`config.mk`:
```
export PLATFORM = sky130hd
export DESIGN_NAME = bpd_regs
export DESIGN_NICKNAME = d
export VERILOG_FILES = /design/src/rtl/bpd_pkg.sv /design/src/rtl/bpd_sync.sv /design/src/rtl/bpd_regs.sv
export SDC_FILE = /design/constraint.sdc
export NUM_CORES = 1
export LEC_CHECK = 0
export BUFFER_PORTS_ARGS = -buffer_cell sky130_fd_sc_hd__buf_2
export CAP_MARGIN = 20
export CELL_PAD_IN_SITES_DETAIL_PLACEMENT = 0
export CELL_PAD_IN_SITES_GLOBAL_PLACEMENT = 2
export CORE_ASPECT_RATIO = 1.25
export CORE_MARGIN = 5
export CORE_UTILIZATION = 31
export DETAILED_ROUTE_END_ITERATION = 12
export GPL_TIMING_DRIVEN = 0
export PLACE_DENSITY = 0.77
export RECOVER_POWER = 50
export REMOVE_ABC_BUFFERS = 1
export SLEW_MARGIN = 20
export SYNTH_ARGS = -nofsm -noshare
export SYNTH_HDL_FRONTEND = slang
export SYNTH_HIERARCHICAL = 1
export SYNTH_SLANG_ARGS = --single-unit
export TNS_END_PERCENT = 1
```
`constraint.sdc`:
```
create_clock -name CLK_I -period 1.7 [get_ports CLK_I]
set_input_delay 0 -clock CLK_I [delete_from_list [all_inputs] [get_ports CLK_I]]
set_output_delay 0 -clock CLK_I [all_outputs]
set_load 0.005 [all_outputs]
```
`src/rtl/bpd_pkg.sv`:
```
// Package for the self-test, power-down and pad-drive register bank.
// Assumes a 32-bit APB slave where each printed register index sits at byte address index * 4.
package bpd_pkg;

  // Register indices; the byte address on the bus is four times the index.
  localparam logic [7:0] IDX_RX_TEST_CTRL  = 8'h51;
  localparam logic [7:0] IDX_TX_I_SIG_HIGH = 8'h52;
  localparam logic [7:0] IDX_TX_I_SIG_LOW  = 8'h53;
  localparam logic [7:0] IDX_TX_Q_SIG_HIGH = 8'h54;
  localparam logic [7:0] IDX_TX_Q_SIG_LOW  = 8'h55;
  localparam logic [7:0] IDX_HW_REVISION   = 8'h5c;
  localparam logic [7:0] IDX_POWER_MAIN    = 8'h60;
  localparam logic [7:0] IDX_POWER_REGS    = 8'h61;
  localparam logic [7:0] IDX_REG_STATUS    = 8'h62;
  localparam logic [7:0] IDX_PAD_DRIVE     = 8'h63;
  localparam logic [7:0] IDX_RX_SIG_HIGH   = 8'h70;
  localparam logic [7:0] IDX_RX_SIG_LOW    = 8'h71;
  localparam logic [7:0] IDX_RX_TEST_STAT  = 8'h72;

  // Field positions.
  localparam int RX_ON_BIT      = 0;
  localparam int RX_START_BIT   = 1;
  localparam int RX_LOOP_BIT    = 2;
  localparam int RX_SOURCE_BIT  = 3;
  localparam int RX_PATTERN_BIT = 4;
  localparam int RES_SEL_BIT    = 0;
  localparam int REG_UP_LSB     = 3;
  localparam int DATA_PAD_LSB   = 6;
  localparam int IQ_PAD_LSB     = 4;

  // Writable masks; all other bits read as zero and ignore writes.
  localparam logic [7:0] RX_TEST_CTRL_MASK = 8'h1f;
  localparam logic [7:0] POWER_MAIN_MASK   = 8'hff;
  localparam logic [7:0] POWER_REGS_MASK   = 8'h7f;
  localparam logic [7:0] PAD_DRIVE_MASK    = 8'hf0;

  // Values after reset.
  localparam logic [7:0]  RX_TEST_CTRL_RST = 8'h00;
  localparam logic [7:0]  POWER_MAIN_RST   = 8'h00;
  localparam logic [7:0]  POWER_REGS_RST   = 8'h00;
  localparam logic        RES_SEL_RST      = 1'b0;
  localparam logic [7:0]  PAD_DRIVE_RST    = 8'h00;
  localparam logic [15:0] MISR_SEED        = 16'hffff;
  localparam logic [11:0] LFSR_SEED        = 12'h001;

  // Pad strength codes.
  localparam logic [1:0] PAD_4MA     = 2'h0;
  localparam logic [1:0] PAD_8MA     = 2'h1;
  localparam logic [1:0] PAD_12MA    = 2'h2;
  localparam logic [1:0] PAD_INVALID = 2'h3;

  // Self-test patterns and run length.
  localparam logic [11:0] CHECKER_A     = 12'ha5a;
  localparam logic [11:0] CHECKER_B     = 12'h5a5;
  localparam int          RUN_CYCLES    = 512;
  localparam logic [9:0]  RUN_LAST      = 10'(RUN_CYCLES - 1);

  typedef enum logic [1:0] {
    ST_IDLE = 2'b00,
    ST_RUN  = 2'b01,
    ST_DONE = 2'b10
  } bpd_state_t;

  typedef struct packed {
    logic pattern;
    logic source;
    logic loop;
    logic start;
    logic on;
  } bpd_test_ctrl_t;

  typedef struct packed {
    logic dll_enable;
    logic tx_bandgap_off;
    logic tx_i_current_off;
    logic tx_q_current_off;
    logic clock_receiver_off;
    logic rx_converter_off;
    logic rx_q_core_off;
    logic rx_i_core_off;
  } bpd_power_main_t;

endpackage : bpd_pkg

```
`src/rtl/bpd_sync.sv`:
```
// Two-stage synchroniser for levels that arrive from outside the clock domain.
// Assumes the input is a quasi-static level; multi-bit buses may be sampled skewed by one cycle.
module bpd_sync
  import bpd_pkg::*;
#(
  parameter int WIDTH = 1
) (
  // Clock and control
  input  wire logic             clk_i,
  input  wire logic             rst_i,
  input  wire logic             ce_i,
  // Data
  input  wire logic [WIDTH-1:0] async_i,
  output logic      [WIDTH-1:0] sync_o
);

  logic [WIDTH-1:0] meta_ff;
  logic [WIDTH-1:0] sync_ff;

  always_ff @(posedge clk_i) begin
    if (rst_i) begin
      meta_ff <= '0;
      sync_ff <= '0;
    end else if (ce_i) begin
      meta_ff <= async_i;
      sync_ff <= meta_ff;
    end
  end

  assign sync_o = sync_ff;

endmodule : bpd_sync

```
`src/rtl/bpd_regs.sv`:
```
// Register bank for receive self-test, transmit signature read-back, power-down and pad drive.
// Assumes CLK_I is the serial-port clock that keeps running while the chip clocks are gated.
module bpd_regs
  import bpd_pkg::*;
#(
  // Arbitrary neutral value.
  parameter logic [7:0] REVISION_CODE = 8'h5a
) (
  // Clock, reset and clock enable
  input  wire logic        CLK_I,
  input  wire logic        SYS_RST_I,
  input  wire logic        CE_I,
  // APB slave
  input  wire logic        PSEL_I,
  input  wire logic        PENABLE_I,
  input  wire logic        PWRITE_I,
  input  wire logic [11:0] PADDR_I,
  input  wire logic [31:0] PWDATA_I,
  input  wire logic [3:0]  PSTRB_I,
  output logic      [31:0] PRDATA_O,
  output logic             PREADY_O,
  output logic             PSLVERR_O,
  // Transmit signatures from the transmit self-test, same clock
  input  wire logic [15:0] TX_I_SIGNATURE_I,
  input  wire logic [15:0] TX_Q_SIGNATURE_I,
  // Regulator state from the analog side, asynchronous
  input  wire logic        DELAY_LOOP_REGULATOR_UP_I,
  input  wire logic        CLOCK_REGULATOR_UP_I,
  input  wire logic        RECEIVE_REGULATOR_UP_I,
  input  wire logic        RECEIVE_FLASH_REGULATOR_UP_I,
  input  wire logic        CORE_REGULATOR_UP_I,
  // Receive-path samples from the shared data pins, asynchronous
  input  wire logic [11:0] SHARED_DATA_PINS_I,
  // Power-down controls
  output logic             DLL_ENABLE_O,
  output logic             TX_BANDGAP_OFF_O,
  output logic             TX_I_CURRENT_OFF_O,
  output logic             TX_Q_CURRENT_OFF_O,
  output logic             CLOCK_RECEIVER_OFF_O,
  output logic             RX_CONVERTER_OFF_O,
  output logic             RX_Q_CORE_OFF_O,
  output logic             RX_I_CORE_OFF_O,
  output logic             DELAY_LOOP_REGULATOR_OFF_O,
  output logic             DELAY_LOOP_BIAS_OFF_O,
  output logic             CLOCK_REGULATOR_OFF_O,
  output logic             RECEIVE_REGULATOR_OFF_O,
  output logic             RECEIVE_FLASH_REGULATOR_OFF_O,
  output logic             AUX_CONVERTER_OFF_O,
  output logic             AUX_REFERENCE_OFF_O,
  output logic             REFERENCE_RESISTOR_SELECT_O,
  // Pad drive strength
  output logic      [1:0]  DATA_PAD_STRENGTH_O,
  output logic      [1:0]  IQ_SELECT_PAD_STRENGTH_O,
  // Receive self-test stream
  output logic      [11:0] RX_TEST_DATA_O,
  output logic             RX_TEST_VALID_O,
  output logic             RX_TEST_BUSY_O,
  output logic             RX_TEST_DONE_O
);

  // Storage.
  bpd_test_ctrl_t  test_ctrl_ff;
  bpd_power_main_t power_main_ff;
  logic [7:0]      power_regs_ff;
  logic            res_sel_ff;
  logic [7:0]      pad_drive_ff;
  logic [1:0]      data_pad_ff;
  logic [1:0]      iq_pad_ff;

  // Bus answer.
  logic [31:0]     prdata_ff;
  logic            pready_ff;
  logic            pslverr_ff;

  // Self-test engine.
  bpd_state_t      state_ff;
  bpd_state_t      nxt_state;
  logic            busy_ff;
  logic            done_ff;
  logic [9:0]      count_ff;
  logic [11:0]     lfsr_ff;
  logic            phase_ff;
  logic [15:0]     misr_ff;
  logic [11:0]     test_data_ff;
  logic            test_valid_ff;

  // Synchronised inputs.
  logic [4:0]      reg_up_sync;
  logic [11:0]     pins_sync;

  bpd_sync #(
    .WIDTH (5)
  ) u_reg_up_sync (
    .clk_i   (CLK_I),
    .rst_i   (SYS_RST_I),
    .ce_i    (CE_I),
    .async_i ({DELAY_LOOP_REGULATOR_UP_I, CLOCK_REGULATOR_UP_I, RECEIVE_REGULATOR_UP_I,
               RECEIVE_FLASH_REGULATOR_UP_I, CORE_REGULATOR_UP_I}),
    .sync_o  (reg_up_sync)
  );

  bpd_sync #(
    .WIDTH (12)
  ) u_pins_sync (
    .clk_i   (CLK_I),
    .rst_i   (SYS_RST_I),
    .ce_i    (CE_I),
    .async_i (SHARED_DATA_PINS_I),
    .sync_o  (pins_sync)
  );

  // Address decode. Misaligned or unlisted addresses answer with an error.
  wire [7:0] reg_idx    = PADDR_I[9:2];
  wire       addr_align = (PADDR_I[1:0] == 2'h0) && (PADDR_I[11:10] == 2'h0);
  wire       hit_ctrl   = addr_align && (reg_idx == IDX_RX_TEST_CTRL);
  wire       hit_pmain  = addr_align && (reg_idx == IDX_POWER_MAIN);
  wire       hit_pregs  = addr_align && (reg_idx == IDX_POWER_REGS);
  wire       hit_status = addr_align && (reg_idx == IDX_REG_STATUS);
  wire       hit_pad    = addr_align && (reg_idx == IDX_PAD_DRIVE);
  wire       hit_ro     = addr_align && ((reg_idx == IDX_TX_I_SIG_HIGH) || (reg_idx == IDX_TX_I_SIG_LOW) ||
                                         (reg_idx == IDX_TX_Q_SIG_HIGH) || (reg_idx == IDX_TX_Q_SIG_LOW) ||
                                         (reg_idx == IDX_HW_REVISION)   || (reg_idx == IDX_RX_SIG_HIGH) ||
                                         (reg_idx == IDX_RX_SIG_LOW)    || (reg_idx == IDX_RX_TEST_STAT));
  wire       hit_any    = hit_ctrl || hit_pmain || hit_pregs || hit_status || hit_pad || hit_ro;

  // The slave inserts one wait state so that read data comes from a flop.
  wire       access     = PSEL_I && PENABLE_I;
  wire       first_acc  = access && !pready_ff;
  wire       commit     = access && pready_ff;
  wire       wr_commit  = commit && PWRITE_I && PSTRB_I[0] && hit_any;
  wire [7:0] wbyte      = PWDATA_I[7:0];

  // Read multiplexer; unused bits are masked to zero.
  logic [7:0] rd_byte;
  always_comb begin
    rd_byte = 8'h00;
    unique case (1'b1)
      hit_ctrl:                         rd_byte = 8'(test_ctrl_ff) & RX_TEST_CTRL_MASK;
      reg_idx == IDX_TX_I_SIG_HIGH:     rd_byte = TX_I_SIGNATURE_I[15:8];
      reg_idx == IDX_TX_I_SIG_LOW:      rd_byte = TX_I_SIGNATURE_I[7:0];
      reg_idx == IDX_TX_Q_SIG_HIGH:     rd_byte = TX_Q_SIGNATURE_I[15:8];
      reg_idx == IDX_TX_Q_SIG_LOW:      rd_byte = TX_Q_SIGNATURE_I[7:0];
      reg_idx == IDX_HW_REVISION:       rd_byte = REVISION_CODE;
      hit_pmain:                        rd_byte = power_main_ff;
      hit_pregs:                        rd_byte = power_regs_ff & POWER_REGS_MASK;
      hit_status:                       rd_byte = {reg_up_sync, 2'h0, res_sel_ff};
      hit_pad:                          rd_byte = pad_drive_ff & PAD_DRIVE_MASK;
      reg_idx == IDX_RX_SIG_HIGH:       rd_byte = misr_ff[15:8];
      reg_idx == IDX_RX_SIG_LOW:        rd_byte = misr_ff[7:0];
      reg_idx == IDX_RX_TEST_STAT:      rd_byte = {6'h00, (state_ff == ST_DONE), (state_ff == ST_RUN)};
      default:                          rd_byte = 8'h00;
    endcase
  end

  wire [31:0] nxt_prdata = (first_acc && !PWRITE_I && hit_any) ? {24'h000000, rd_byte} : 32'h00000000;

  always_ff @(posedge CLK_I) begin
    if (SYS_RST_I) begin
      pready_ff  <= 1'b0;
      pslverr_ff <= 1'b0;
      prdata_ff  <= 32'h00000000;
    end else if (CE_I) begin
      pready_ff  <= first_acc;
      pslverr_ff <= first_acc && !hit_any;
      prdata_ff  <= nxt_prdata;
    end
  end

  // Writable registers. Signatures, revision and status bits have no write path,
  // so a write to them has nothing to change.
  wire [1:0] wr_data_pad = wbyte[DATA_PAD_LSB +: 2];
  wire [1:0] wr_iq_pad   = wbyte[IQ_PAD_LSB +: 2];

  always_ff @(posedge CLK_I) begin
    if (SYS_RST_I) begin
      test_ctrl_ff  <= bpd_test_ctrl_t'(RX_TEST_CTRL_RST[4:0]);
      power_main_ff <= bpd_power_main_t'(POWER_MAIN_RST);
      power_regs_ff <= POWER_REGS_RST;
      res_sel_ff    <= RES_SEL_RST;
      pad_drive_ff  <= PAD_DRIVE_RST;
    end else if (CE_I && wr_commit) begin
      if (hit_ctrl) begin
        test_ctrl_ff <= bpd_test_ctrl_t'(wbyte[4:0]);
      end
      if (hit_pmain) begin
        power_main_ff <= bpd_power_main_t'(wbyte & POWER_MAIN_MASK);
      end
      if (hit_pregs) begin
        power_regs_ff <= wbyte & POWER_REGS_MASK;
      end
      if (hit_status) begin
        res_sel_ff <= wbyte[RES_SEL_BIT];
      end
      if (hit_pad) begin
        pad_drive_ff <= wbyte & PAD_DRIVE_MASK;
      end
    end
  end

  // An invalid pad code is stored for read-back but never reaches the pads:
  // the pads keep the last valid strength rather than an undefined drive.
  always_ff @(posedge CLK_I) begin
    if (SYS_RST_I) begin
      data_pad_ff <= PAD_DRIVE_RST[DATA_PAD_LSB +: 2];
      iq_pad_ff   <= PAD_DRIVE_RST[IQ_PAD_LSB +: 2];
    end else if (CE_I && wr_commit && hit_pad) begin
      if (wr_data_pad != PAD_INVALID) begin
        data_pad_ff <= wr_data_pad;
      end
      if (wr_iq_pad != PAD_INVALID) begin
        iq_pad_ff <= wr_iq_pad;
      end
    end
  end

  // Receive self-test engine. Its clock is gated by the clock receiver, so it
  // is held idle while that receiver is off; the register port keeps running.
  wire        engine_go  = test_ctrl_ff.on && test_ctrl_ff.start &&
                           !power_main_ff.clock_receiver_off;
  wire        run_end    = !test_ctrl_ff.loop && (count_ff == RUN_LAST);
  wire [11:0] chk_word   = phase_ff ? CHECKER_B : CHECKER_A;
  wire [11:0] gen_word   = test_ctrl_ff.pattern ? lfsr_ff : chk_word;
  wire [11:0] test_word  = test_ctrl_ff.source ? pins_sync : gen_word;
  wire        lfsr_fb    = lfsr_ff[11] ^ lfsr_ff[5] ^ lfsr_ff[3] ^ lfsr_ff[0];
  wire [11:0] nxt_lfsr   = {lfsr_ff[10:0], lfsr_fb};
  wire        misr_fb    = misr_ff[15] ^ misr_ff[14] ^ misr_ff[12] ^ misr_ff[3];
  wire [15:0] nxt_misr   = {misr_ff[14:0], misr_fb} ^ {4'h0, test_word};
  wire        running    = (state_ff == ST_RUN) && engine_go;

  always_comb begin
    nxt_state = state_ff;
    unique case (state_ff)
      ST_IDLE: begin
        if (engine_go) begin
          nxt_state = ST_RUN;
        end
      end
      ST_RUN: begin
        if (!engine_go) begin
          nxt_state = ST_IDLE;
        end else if (run_end) begin
          nxt_state = ST_DONE;
        end
      end
      ST_DONE: begin
        if (!engine_go) begin
          nxt_state = ST_IDLE;
        end
      end
      default: begin
        nxt_state = ST_IDLE;
      end
    endcase
  end

  always_ff @(posedge CLK_I) begin
    if (SYS_RST_I) begin
      state_ff <= ST_IDLE;
      busy_ff  <= 1'b0;
      done_ff  <= 1'b0;
    end else if (CE_I) begin
      state_ff <= nxt_state;
      busy_ff  <= (nxt_state == ST_RUN);
      done_ff  <= (nxt_state == ST_DONE);
    end
  end

  // Counters and pattern sources restart on every start from idle, so each
  // fixed run produces a repeatable signature.
  always_ff @(posedge CLK_I) begin
    if (SYS_RST_I) begin
      count_ff <= 10'h000;
      lfsr_ff  <= LFSR_SEED;
      phase_ff <= 1'b0;
      misr_ff  <= MISR_SEED;
    end else if (CE_I) begin
      if (state_ff == ST_IDLE && engine_go) begin
        count_ff <= 10'h000;
        lfsr_ff  <= LFSR_SEED;
        phase_ff <= 1'b0;
        misr_ff  <= MISR_SEED;
      end else if (running) begin
        count_ff <= count_ff + 10'h001;
        lfsr_ff  <= nxt_lfsr;
        phase_ff <= !phase_ff;
        misr_ff  <= nxt_misr;
      end
    end
  end

  always_ff @(posedge CLK_I) begin
    if (SYS_RST_I) begin
      test_data_ff  <= 12'h000;
      test_valid_ff <= 1'b0;
    end else if (CE_I) begin
      test_data_ff  <= running ? test_word : 12'h000;
      test_valid_ff <= running;
    end
  end

  // Outputs.
  assign PRDATA_O                      = prdata_ff;
  assign PREADY_O                      = pready_ff;
  assign PSLVERR_O                     = pslverr_ff;
  assign DLL_ENABLE_O                  = power_main_ff.dll_enable;
  assign TX_BANDGAP_OFF_O              = power_main_ff.tx_bandgap_off;
  assign TX_I_CURRENT_OFF_O            = power_main_ff.tx_i_current_off;
  assign TX_Q_CURRENT_OFF_O            = power_main_ff.tx_q_current_off;
  assign CLOCK_RECEIVER_OFF_O          = power_main_ff.clock_receiver_off;
  assign RX_CONVERTER_OFF_O            = power_main_ff.rx_converter_off;
  assign RX_Q_CORE_OFF_O               = power_main_ff.rx_q_core_off;
  assign RX_I_CORE_OFF_O               = power_main_ff.rx_i_core_off;
  assign DELAY_LOOP_REGULATOR_OFF_O    = power_regs_ff[6];
  assign DELAY_LOOP_BIAS_OFF_O         = power_regs_ff[5];
  assign CLOCK_REGULATOR_OFF_O         = power_regs_ff[4];
  assign RECEIVE_REGULATOR_OFF_O       = power_regs_ff[3];
  assign RECEIVE_FLASH_REGULATOR_OFF_O = power_regs_ff[2];
  assign AUX_CONVERTER_OFF_O           = power_regs_ff[1];
  assign AUX_REFERENCE_OFF_O           = power_regs_ff[0];
  assign REFERENCE_RESISTOR_SELECT_O   = res_sel_ff;
  assign DATA_PAD_STRENGTH_O           = data_pad_ff;
  assign IQ_SELECT_PAD_STRENGTH_O      = iq_pad_ff;
  assign RX_TEST_DATA_O                = test_data_ff;
  assign RX_TEST_VALID_O               = test_valid_ff;
  assign RX_TEST_BUSY_O                = busy_ff;
  assign RX_TEST_DONE_O                = done_ff;

endmodule : bpd_regs

```
==> results of run 1 <==
-- worst min-delay path by stage --
stage	start	to	slack (ps)	depth (start not counted)
2_1_floorplan	SYS_RST_I	PRDATA_O[2]	60	1
3_3_place_gp	SHARED_DATA_PINS_I[1]	u_pins_sync/meta_ff[1]	230	3
3_5_place_dp	SHARED_DATA_PINS_I[7]	u_pins_sync/meta_ff[7]	240	3
4_1_cts	PSEL_I	PREADY_O	10	4
5_1_grt	PWRITE_I	PRDATA_O[7]	40	4
6_report	PWRITE_I	PRDATA_O[7]	30	4
-- state kept, by name, summed over array words and instances, names as in the netlist, 7 cells and up --
| signal | flops |
|---|---|
| misr_ff | 16 |
| lfsr_ff | 12 |
| power_regs_ff | 7 |
| u_pins_sync/meta_ff | 12 |
| count_ff | 10 |
| PRDATA_O | 8 |
| RX_TEST_DATA_O | 12 |
| u_pins_sync/sync_o | 12 |
-- Yosys cell counts, types with 13 or more instances --
master,n
or2_2,13
xnor2_1,16
nor2_1,80
mux2_2,15
buf_4,29
clkbuf_1,22
a21oi_1,49
dfxtp_1,129
o22ai_1,15
mux2i_1,62
o21ai_0,14
nand2_1,74
a22oi_1,15
nand3_1,39
-- layer usage --
layer,up-vias,share of wire,track usage
li1,2779,-,-
met1,2665,0.44,0.2028
met2,156,0.49,0.2756
met3,27,0.052,0.03651
met4,0,0.023,0.07021
met5,-,0,0
-- layout make-up --
cell class	count	area [um^2]	area share
clock buffers	18	439.2	0.05376
clock inverters	13	162.7	0.01991
inverters	3	15.01	0.001838
multi-input cells	538	3595	0.4400
flip-flops and latches	129	2596	0.3178
well taps	274	342.8	0.04197
repair buffers	160	1018	0.1247
-- power groups by stage --
stage,Sequential (mW),Combinational [mW],Clock (mW)
after floorplan,3.14,0.185,0
after global routing,3.09,0.571,3.95
after CTS,3.09,0.517,3.80
final,3.08,0.519,3.72
after global placement,3.15,0.450,0
after detailed placement,3.15,0.460,0
-- cell usage in the layout, fill, tap and decap left out, types with 4 or more instances in the layout --
| cell | Yosys | routed |
|---|---|---|
| a21oi_1 | 49 | 49 |
| a221oi_2 | 5 | 5 |
| a22oi_1 | 15 | 15 |
| a32oi_1 | 6 | 6 |
| and2_1 | 10 | 10 |
| buf_2 | 10 | 117 |
| buf_4 | 29 | 14 |
| clkbuf_16 | 0 | 17 |
| clkinvlp_4 | 0 | 7 |
| conb_1 | 1 | 24 |
| dfxtp_1 | 129 | 122 |
| dfxtp_2 | 0 | 5 |
| dlygate4sd3_1 | 0 | 25 |
| mux2_2 | 15 | 15 |
| mux2i_1 | 62 | 62 |
| nand2_1 | 74 | 73 |
| nand2b_1 | 8 | 8 |
| nand3_1 | 39 | 37 |
| nand4_1 | 6 | 6 |
| nor2_1 | 80 | 79 |
| nor2b_1 | 7 | 6 |
| nor3_1 | 4 | 4 |
| o21ai_0 | 14 | 14 |
| o221a_2 | 5 | 5 |
| o22ai_1 | 15 | 15 |
| o31ai_1 | 8 | 5 |
| o31ai_2 | 2 | 5 |
| or2_2 | 13 | 9 |
| or2_4 | 0 | 4 |
| xnor2_1 | 16 | 16 |
| xor2_1 | 9 | 9 |
-- through the flow --
step	std cells	cell area (um^2)
after floorplan	669	6100
after global placement	1063	7043
after detailed placement	1065	7109
after CTS	1131	8099
after global routing	1135	8169
final	1135	8169
-- tightest hold or removal path, delay by kind of cell --
family | cells | cell delay (ps)
AOI/OAI and AO/OA | 2 | 250
and+or+nand+nor | 1 | 50
buffers and inverters | 1 | 100
-- cells by family after synthesis --
kind of cell | after synthesis | share of synthesized area
DFF | 129 | 0.3975
muxes | 77 | 0.1215
xor gates and xnor gates | 25 | 0.03370
buffers and inverters | 77 | 0.07626
adders and majority gates | 1 | 0.001925
and+or+nand+nor | 271 | 0.2163
AOI/OAI and AO/OA | 139 | 0.1523
other | 1 | 0.0005771
-- repair_timing --
action / CTS / global route
pin swaps: 6 / 2
hold buffers: 25 / 0
endpoints found under the setup margin: 93 / 45
gates cloned: 1 / 0
setup buffers: 9 / 4
gates resized for setup: 19 / 13
hold endpoints to repair: 46 / 0
==> results.md, run 1 <==
- FF+latch count, synth: approximately 130
- Share of the synthesized area in the top cell type: 0.3975
- Run status: finished, final reports clean
- Final Skew: just under 8 ps
- CP Cell Sequence: nor2b_4 -> nand2_4 -> o21ai_2 -> or3b_2
- Clk pwr share: 0.508
- Pin count of the biggest net entering global routing: just under 60
- Most used DFF post-synth: dfxtp_1
- Final core utilization: 0.3938
- Synth area leaders: dfxtp_1 (40%), mux2i_1 (9.6%), nor2_1 (4.6%)
- CP endpoint kind: flip-flop
- WHS: between 20 and 30 ps
- Gr usage total: 0.1637
- Worst endpoint data arrival time: between 1500 and 2000 ps
- Clk_lat worst skew: 430 ps
- Worst EP required: around 2000 ps
- Core footprint: a little over 20000 um^2
- Drt pass-1 iters: 4
- Asr flop ratio synth: 0
- Pre-CTS setup slack: -1070 ps
- Slew Limit Fails: 0
- Vias per cell: just under 5
- Power, Total: 7.320 mW
- Row count: 59
- Max frequency: 599.0 MHz
- Fin. Hold Viols: 0
- Clock buffer depth: 2
- Nets: 953
- H-tree Lvls: 4
- Cell taking the most area after synthesis: dfxtp_1
- Int Power: between 5 and 6 mW
- # Max-Cap Violations: 0
- Crit Path Class: flip-flop to flip-flop
- Slew HR: 0.5655
- Proportion of layout cells with a drive suffix above 1: 0.2846
- Width of the die: 139.5 um
- Num CTS Buffers: 17
- DR iter-0 viols: about 330
- Number of setup violations in the final report: 0
- Port Buf Inserts: 120
- Io pins: roughly 170
- Cell variety after synth: between 60 and 70
- GPL Wtd Cong: between 0.7 and 0.8
- Register clock-pin slew on the reported worst setup and hold paths: 60 ps
- Yosys warns: 6
- Initial Utilization: 0.3132
- FF-to-FF End: lfsr_ff[0]
- Worst setup path start: state_ff[1]
- Area Overhead vs Synth: 25.73%
- Seq/Total Area, Yosys: 0.3975
- Fin crit share: 0.9820
- Initial antenna violation count: 0
- Power per Cell Area: approximately 900 nW/um^2
- Comb power frac: 0.071
- Crit. path cell count: 4
- Sum Neg Setup Slack: 0 ps
- Syn Area/Cell: between 9 and 10 um^2
- RSZ-0062 raised after global routing: yes
- Vias in the first global route: roughly 5500
- Post-route ant nets: 0
- Worst r2r path cells: 4
- Critical Path Slowest Stage Cell: dfxtp_1
- Sw frac: 0.2331
- Leakage power: 3.332 nW
- Crit path to: lfsr_ff[0]
- CTS tree: yes
- Critical R2R Launch: state_ff[1]
- Antenna diode count: 0
- GR Overflow Total: 0
- Worst slew pin tran: roughly 650 ps
- Global-route wire length before repair: around 31000 um
- Drt total wl: between 15000 and 20000 um
- Flop-to-flop setup slack: slightly above 30 ps
- CTS root buf: clkbuf_16
- Worst Path Buf+Inv: 0
- Clk sinks: 129
- Flop pwr share: 0.421
- Cell family with most CP delay: simple AND/OR/NAND/NOR gates
- DRC: 0
- Startpoint Class: flip-flop
- CP max stage delay: between 500 and 600 ps
- NetSw: between 1.5 and 2 mW
- Worst vdd ir: between 0.0006 and 0.0007 V
- Hold WC Path Type: input pin to flip-flop
- Die area: about 24000 um^2
- Post-Syn Instances: a little over 700
- Die Y: between 150 and 200 um
- Worst Path Max Fanout: 11
- Post-synth EDFFs: 0
- Cell area after synthesis: 6497 um^2
- Drt wl/cell: about 17 um
- Filler cells: 2141
- Vias: roughly 5600
- Setup WS post-layout: about 31 ps
- Dpl hpwl: 13460 um
- Period minus WS final: roughly 1700 ps
Note: power is estimated with default switching activity, not from simulation.
==> inputs of run 2 (changes only) <==
--- a/config.mk
+++ b/config.mk
@@ -14,7 +14,7 @@
 export CORE_UTILIZATION = 31
 export DETAILED_ROUTE_END_ITERATION = 12
 export GPL_TIMING_DRIVEN = 0
-export PLACE_DENSITY = 0.77
+export PLACE_DENSITY = 0.9
 export RECOVER_POWER = 50
 export REMOVE_ABC_BUFFERS = 1
 export SLEW_MARGIN = 20
==> constraint.sdc (replaced) <==
create_clock -name CLK_I -period 1.9 [get_ports CLK_I]
set_input_delay 0 -clock CLK_I [delete_from_list [all_inputs] [get_ports CLK_I]]
set_output_delay 0 -clock CLK_I [all_outputs]
set_load 0.005 [all_outputs]
==> run 2 against run 1 <==
  * First-iteration DRC count fell by 13%
  * Sequential power shrank 10%
  * Sequential cell count did not move
  * Largest power group unchanged
  * Highest routed layer unchanged
==> results.md, run 2 (same netlist as run 1, synthesis figures left out) <==
- Run status: finished, final reports clean
- Worst EP required: approximately 2200 ps
- Worst slew pin tran: 1058 ps
- Comb power frac: 0.070
- Port Buf Inserts: 120
- Register clock-pin slew on the reported worst setup and hold paths: ~60 ps
- Metal2 WL: 9007 um
- NetSw: around 1.5 mW
- Core footprint: 20740 um^2
- Flop pwr share: 0.430
- Flop-to-flop setup slack: around 80 ps
- Worst Path Max Fanout: 27
- Proportion of layout cells with a drive suffix above 1: 0.2103
- Post-layout instance area: approximately 8000 um^2
- Max reg flops: 16
- Top sig layer: met4
- Sum Neg Setup Slack: 0 ps
- RSZ-0062 raised after global routing: yes
- DR iter-0 viols: between 200 and 300
- # Max-Cap Violations: 0
- Nets: 942
- Fin. Hold Viols: 0
- Critical R2R Launch: PREADY_O
- Register Area: roughly 2600 um^2
- Initial Utilization: 0.3132
- Drt wl/cell: 16.68 um
- Hold path start: PWRITE_I
- Hold WC Path Type: input pin to flip-flop
- CTS tree: yes
- Pin count of the biggest net entering global routing: 52
- Initial antenna violation count: 0
- Int Power: 4.935 mW
- Worst vdd ir: 0.0006533 V
- Clock buffer depth: 2
- Die area: approximately 24000 um^2
- Worst endpoint data arrival time: around 2200 ps
- CTS root buf: clkbuf_16
- Startpoint Class: input pin
- Fin crit share: 0.9746
- Gr usage total: 0.1556
- Commonest non-fill, non-tap cell in the layout: dfxtp_1
- GR Overflow Total: 0
- Final Skew: ~15 ps
- Area Overhead vs Synth: 22.51%
- Met3 WL: 1060 um
- Post-DP Area: a little over 7000 um^2
- Vias in the first global route: ~5400
- Width of the die: 139.5 um
- Crit Path Class: input pin to flip-flop
- Number of setup violations in the final report: 0
- Post-route ant nets: 0
- Global-route wire length before repair: approximately 30000 um
- Vias: ~5500
- Clk sinks: 129
- Dpl hpwl: roughly 13000 um
- Drt pass-1 iters: 4
- Num CTS Buffers: 17
- Die Y: approximately 170 um
- Sw frac: 0.2324
- Io pins: 172
- FF-to-FF End: IQ_SELECT_PAD_STRENGTH_O[1]
- GPL Wtd Cong: approximately 0.81
- Most frequent cells in the layout: dfxtp_1 (126), nor2_1 (80), nand2_1 (73), buf_2 (73), mux2i_1 (62)
- Period minus WS final: ~1900 ps
- Multi-input logic area: approximately 3500 um^2
- Slew HR: 0.2919
- Worst r2r path cells: 5
- DRC: 0
- Row count: 59
- Slew Limit Fails: 0
- Clk_lat worst skew: between 400 and 500 ps
- Crit path to: PRDATA_O[4]
- H-tree Lvls: 4
- Leakage power: roughly 3.1 nW
- Filler cells: between 2000 and 2500
- Worst setup path start: PADDR_I[3]
- Power per Cell Area: between 800 and 900 nW/um^2
- Antenna diode count: 0
- Vias per cell: 4.919
- Max frequency: roughly 540 MHz
- CP endpoint kind: flip-flop
- Metal-1 WL: ~8300 um
- Biggest register: misr_ff
- Clk pwr share: 0.501
- Drt total wl: around 19000 um
==> run 2: worst min-delay path by stage <==
stage	cells after the start	slack, ps	to
2_1_floorplan	1	60	PRDATA_O[2]
3_3_place_gp	3	240	u_pins_sync/meta_ff[1]
3_5_place_dp	3	240	u_pins_sync/meta_ff[1]
4_1_cts	4	9	PRDATA_O[6]
5_1_grt	4	30	PRDATA_O[4]
6_report	4	20	PRDATA_O[6]
==> run 2: layout make-up <==
cell class	count	share of cell area
Timing Repair Buffer	150	0.1110
Inverter	3	0.001415
Clock buffer	20	0.05737
Sequential cell	129	0.3249
Tap cell	274	0.04307
Multi-Input combinational cell	537	0.4455
Clock inverter	12	0.01682
==> run 2: repair_timing <==
action,in CTS,in global routing
setup endpoints to repair,67,30
buffers inserted,2,0
pin swaps,1,0
hold buffers,25,0
gates resized for setup,8,5
endpoints found under the hold margin,46,0
==> run 2: worst max-delay path, stage by stage <==
cell	delay, ps
buf_2	300
nor4b_4	1010
a21oi_2	130
o221ai_2	280
o21ai_4	170
a221oi_2	260
==> run 2: power groups by stage <==
stage               registers (mW)  clock network [mW]  logic [mW]
floorplan                     2.81                   0       0.166
global placement              2.82                   0       0.399
detailed placement            2.82                   0       0.407
CTS                           2.76                3.31       0.452
global route                  2.76                3.43       0.493
finish                        2.76                3.22       0.450
==> run 2: stage by stage <==
step           setup slack (ps)  cells  power [mW]  hold WS (ps)    util
2_1_floorplan            -138.1    669       2.978         64.65       -
3_3_place_gp              -2181   1063       3.220         235.7  0.3395
3_5_place_dp             -833.3   1066       3.228         240.4  0.3428
4_1_cts                   19.58   1125       6.524         9.308  0.3855
5_1_grt                  -24.73   1125       6.689         34.38  0.3837
6_report                  48.25   1125       6.429         18.74  0.3837
==> run 2: per-layer routing <==
metal,vias to the layer above,global-route usage
met5,-,0
met4,0,0.06043
met3,20,0.03679
met2,161,0.2640
met1,2599,0.1922
li1,2754,-
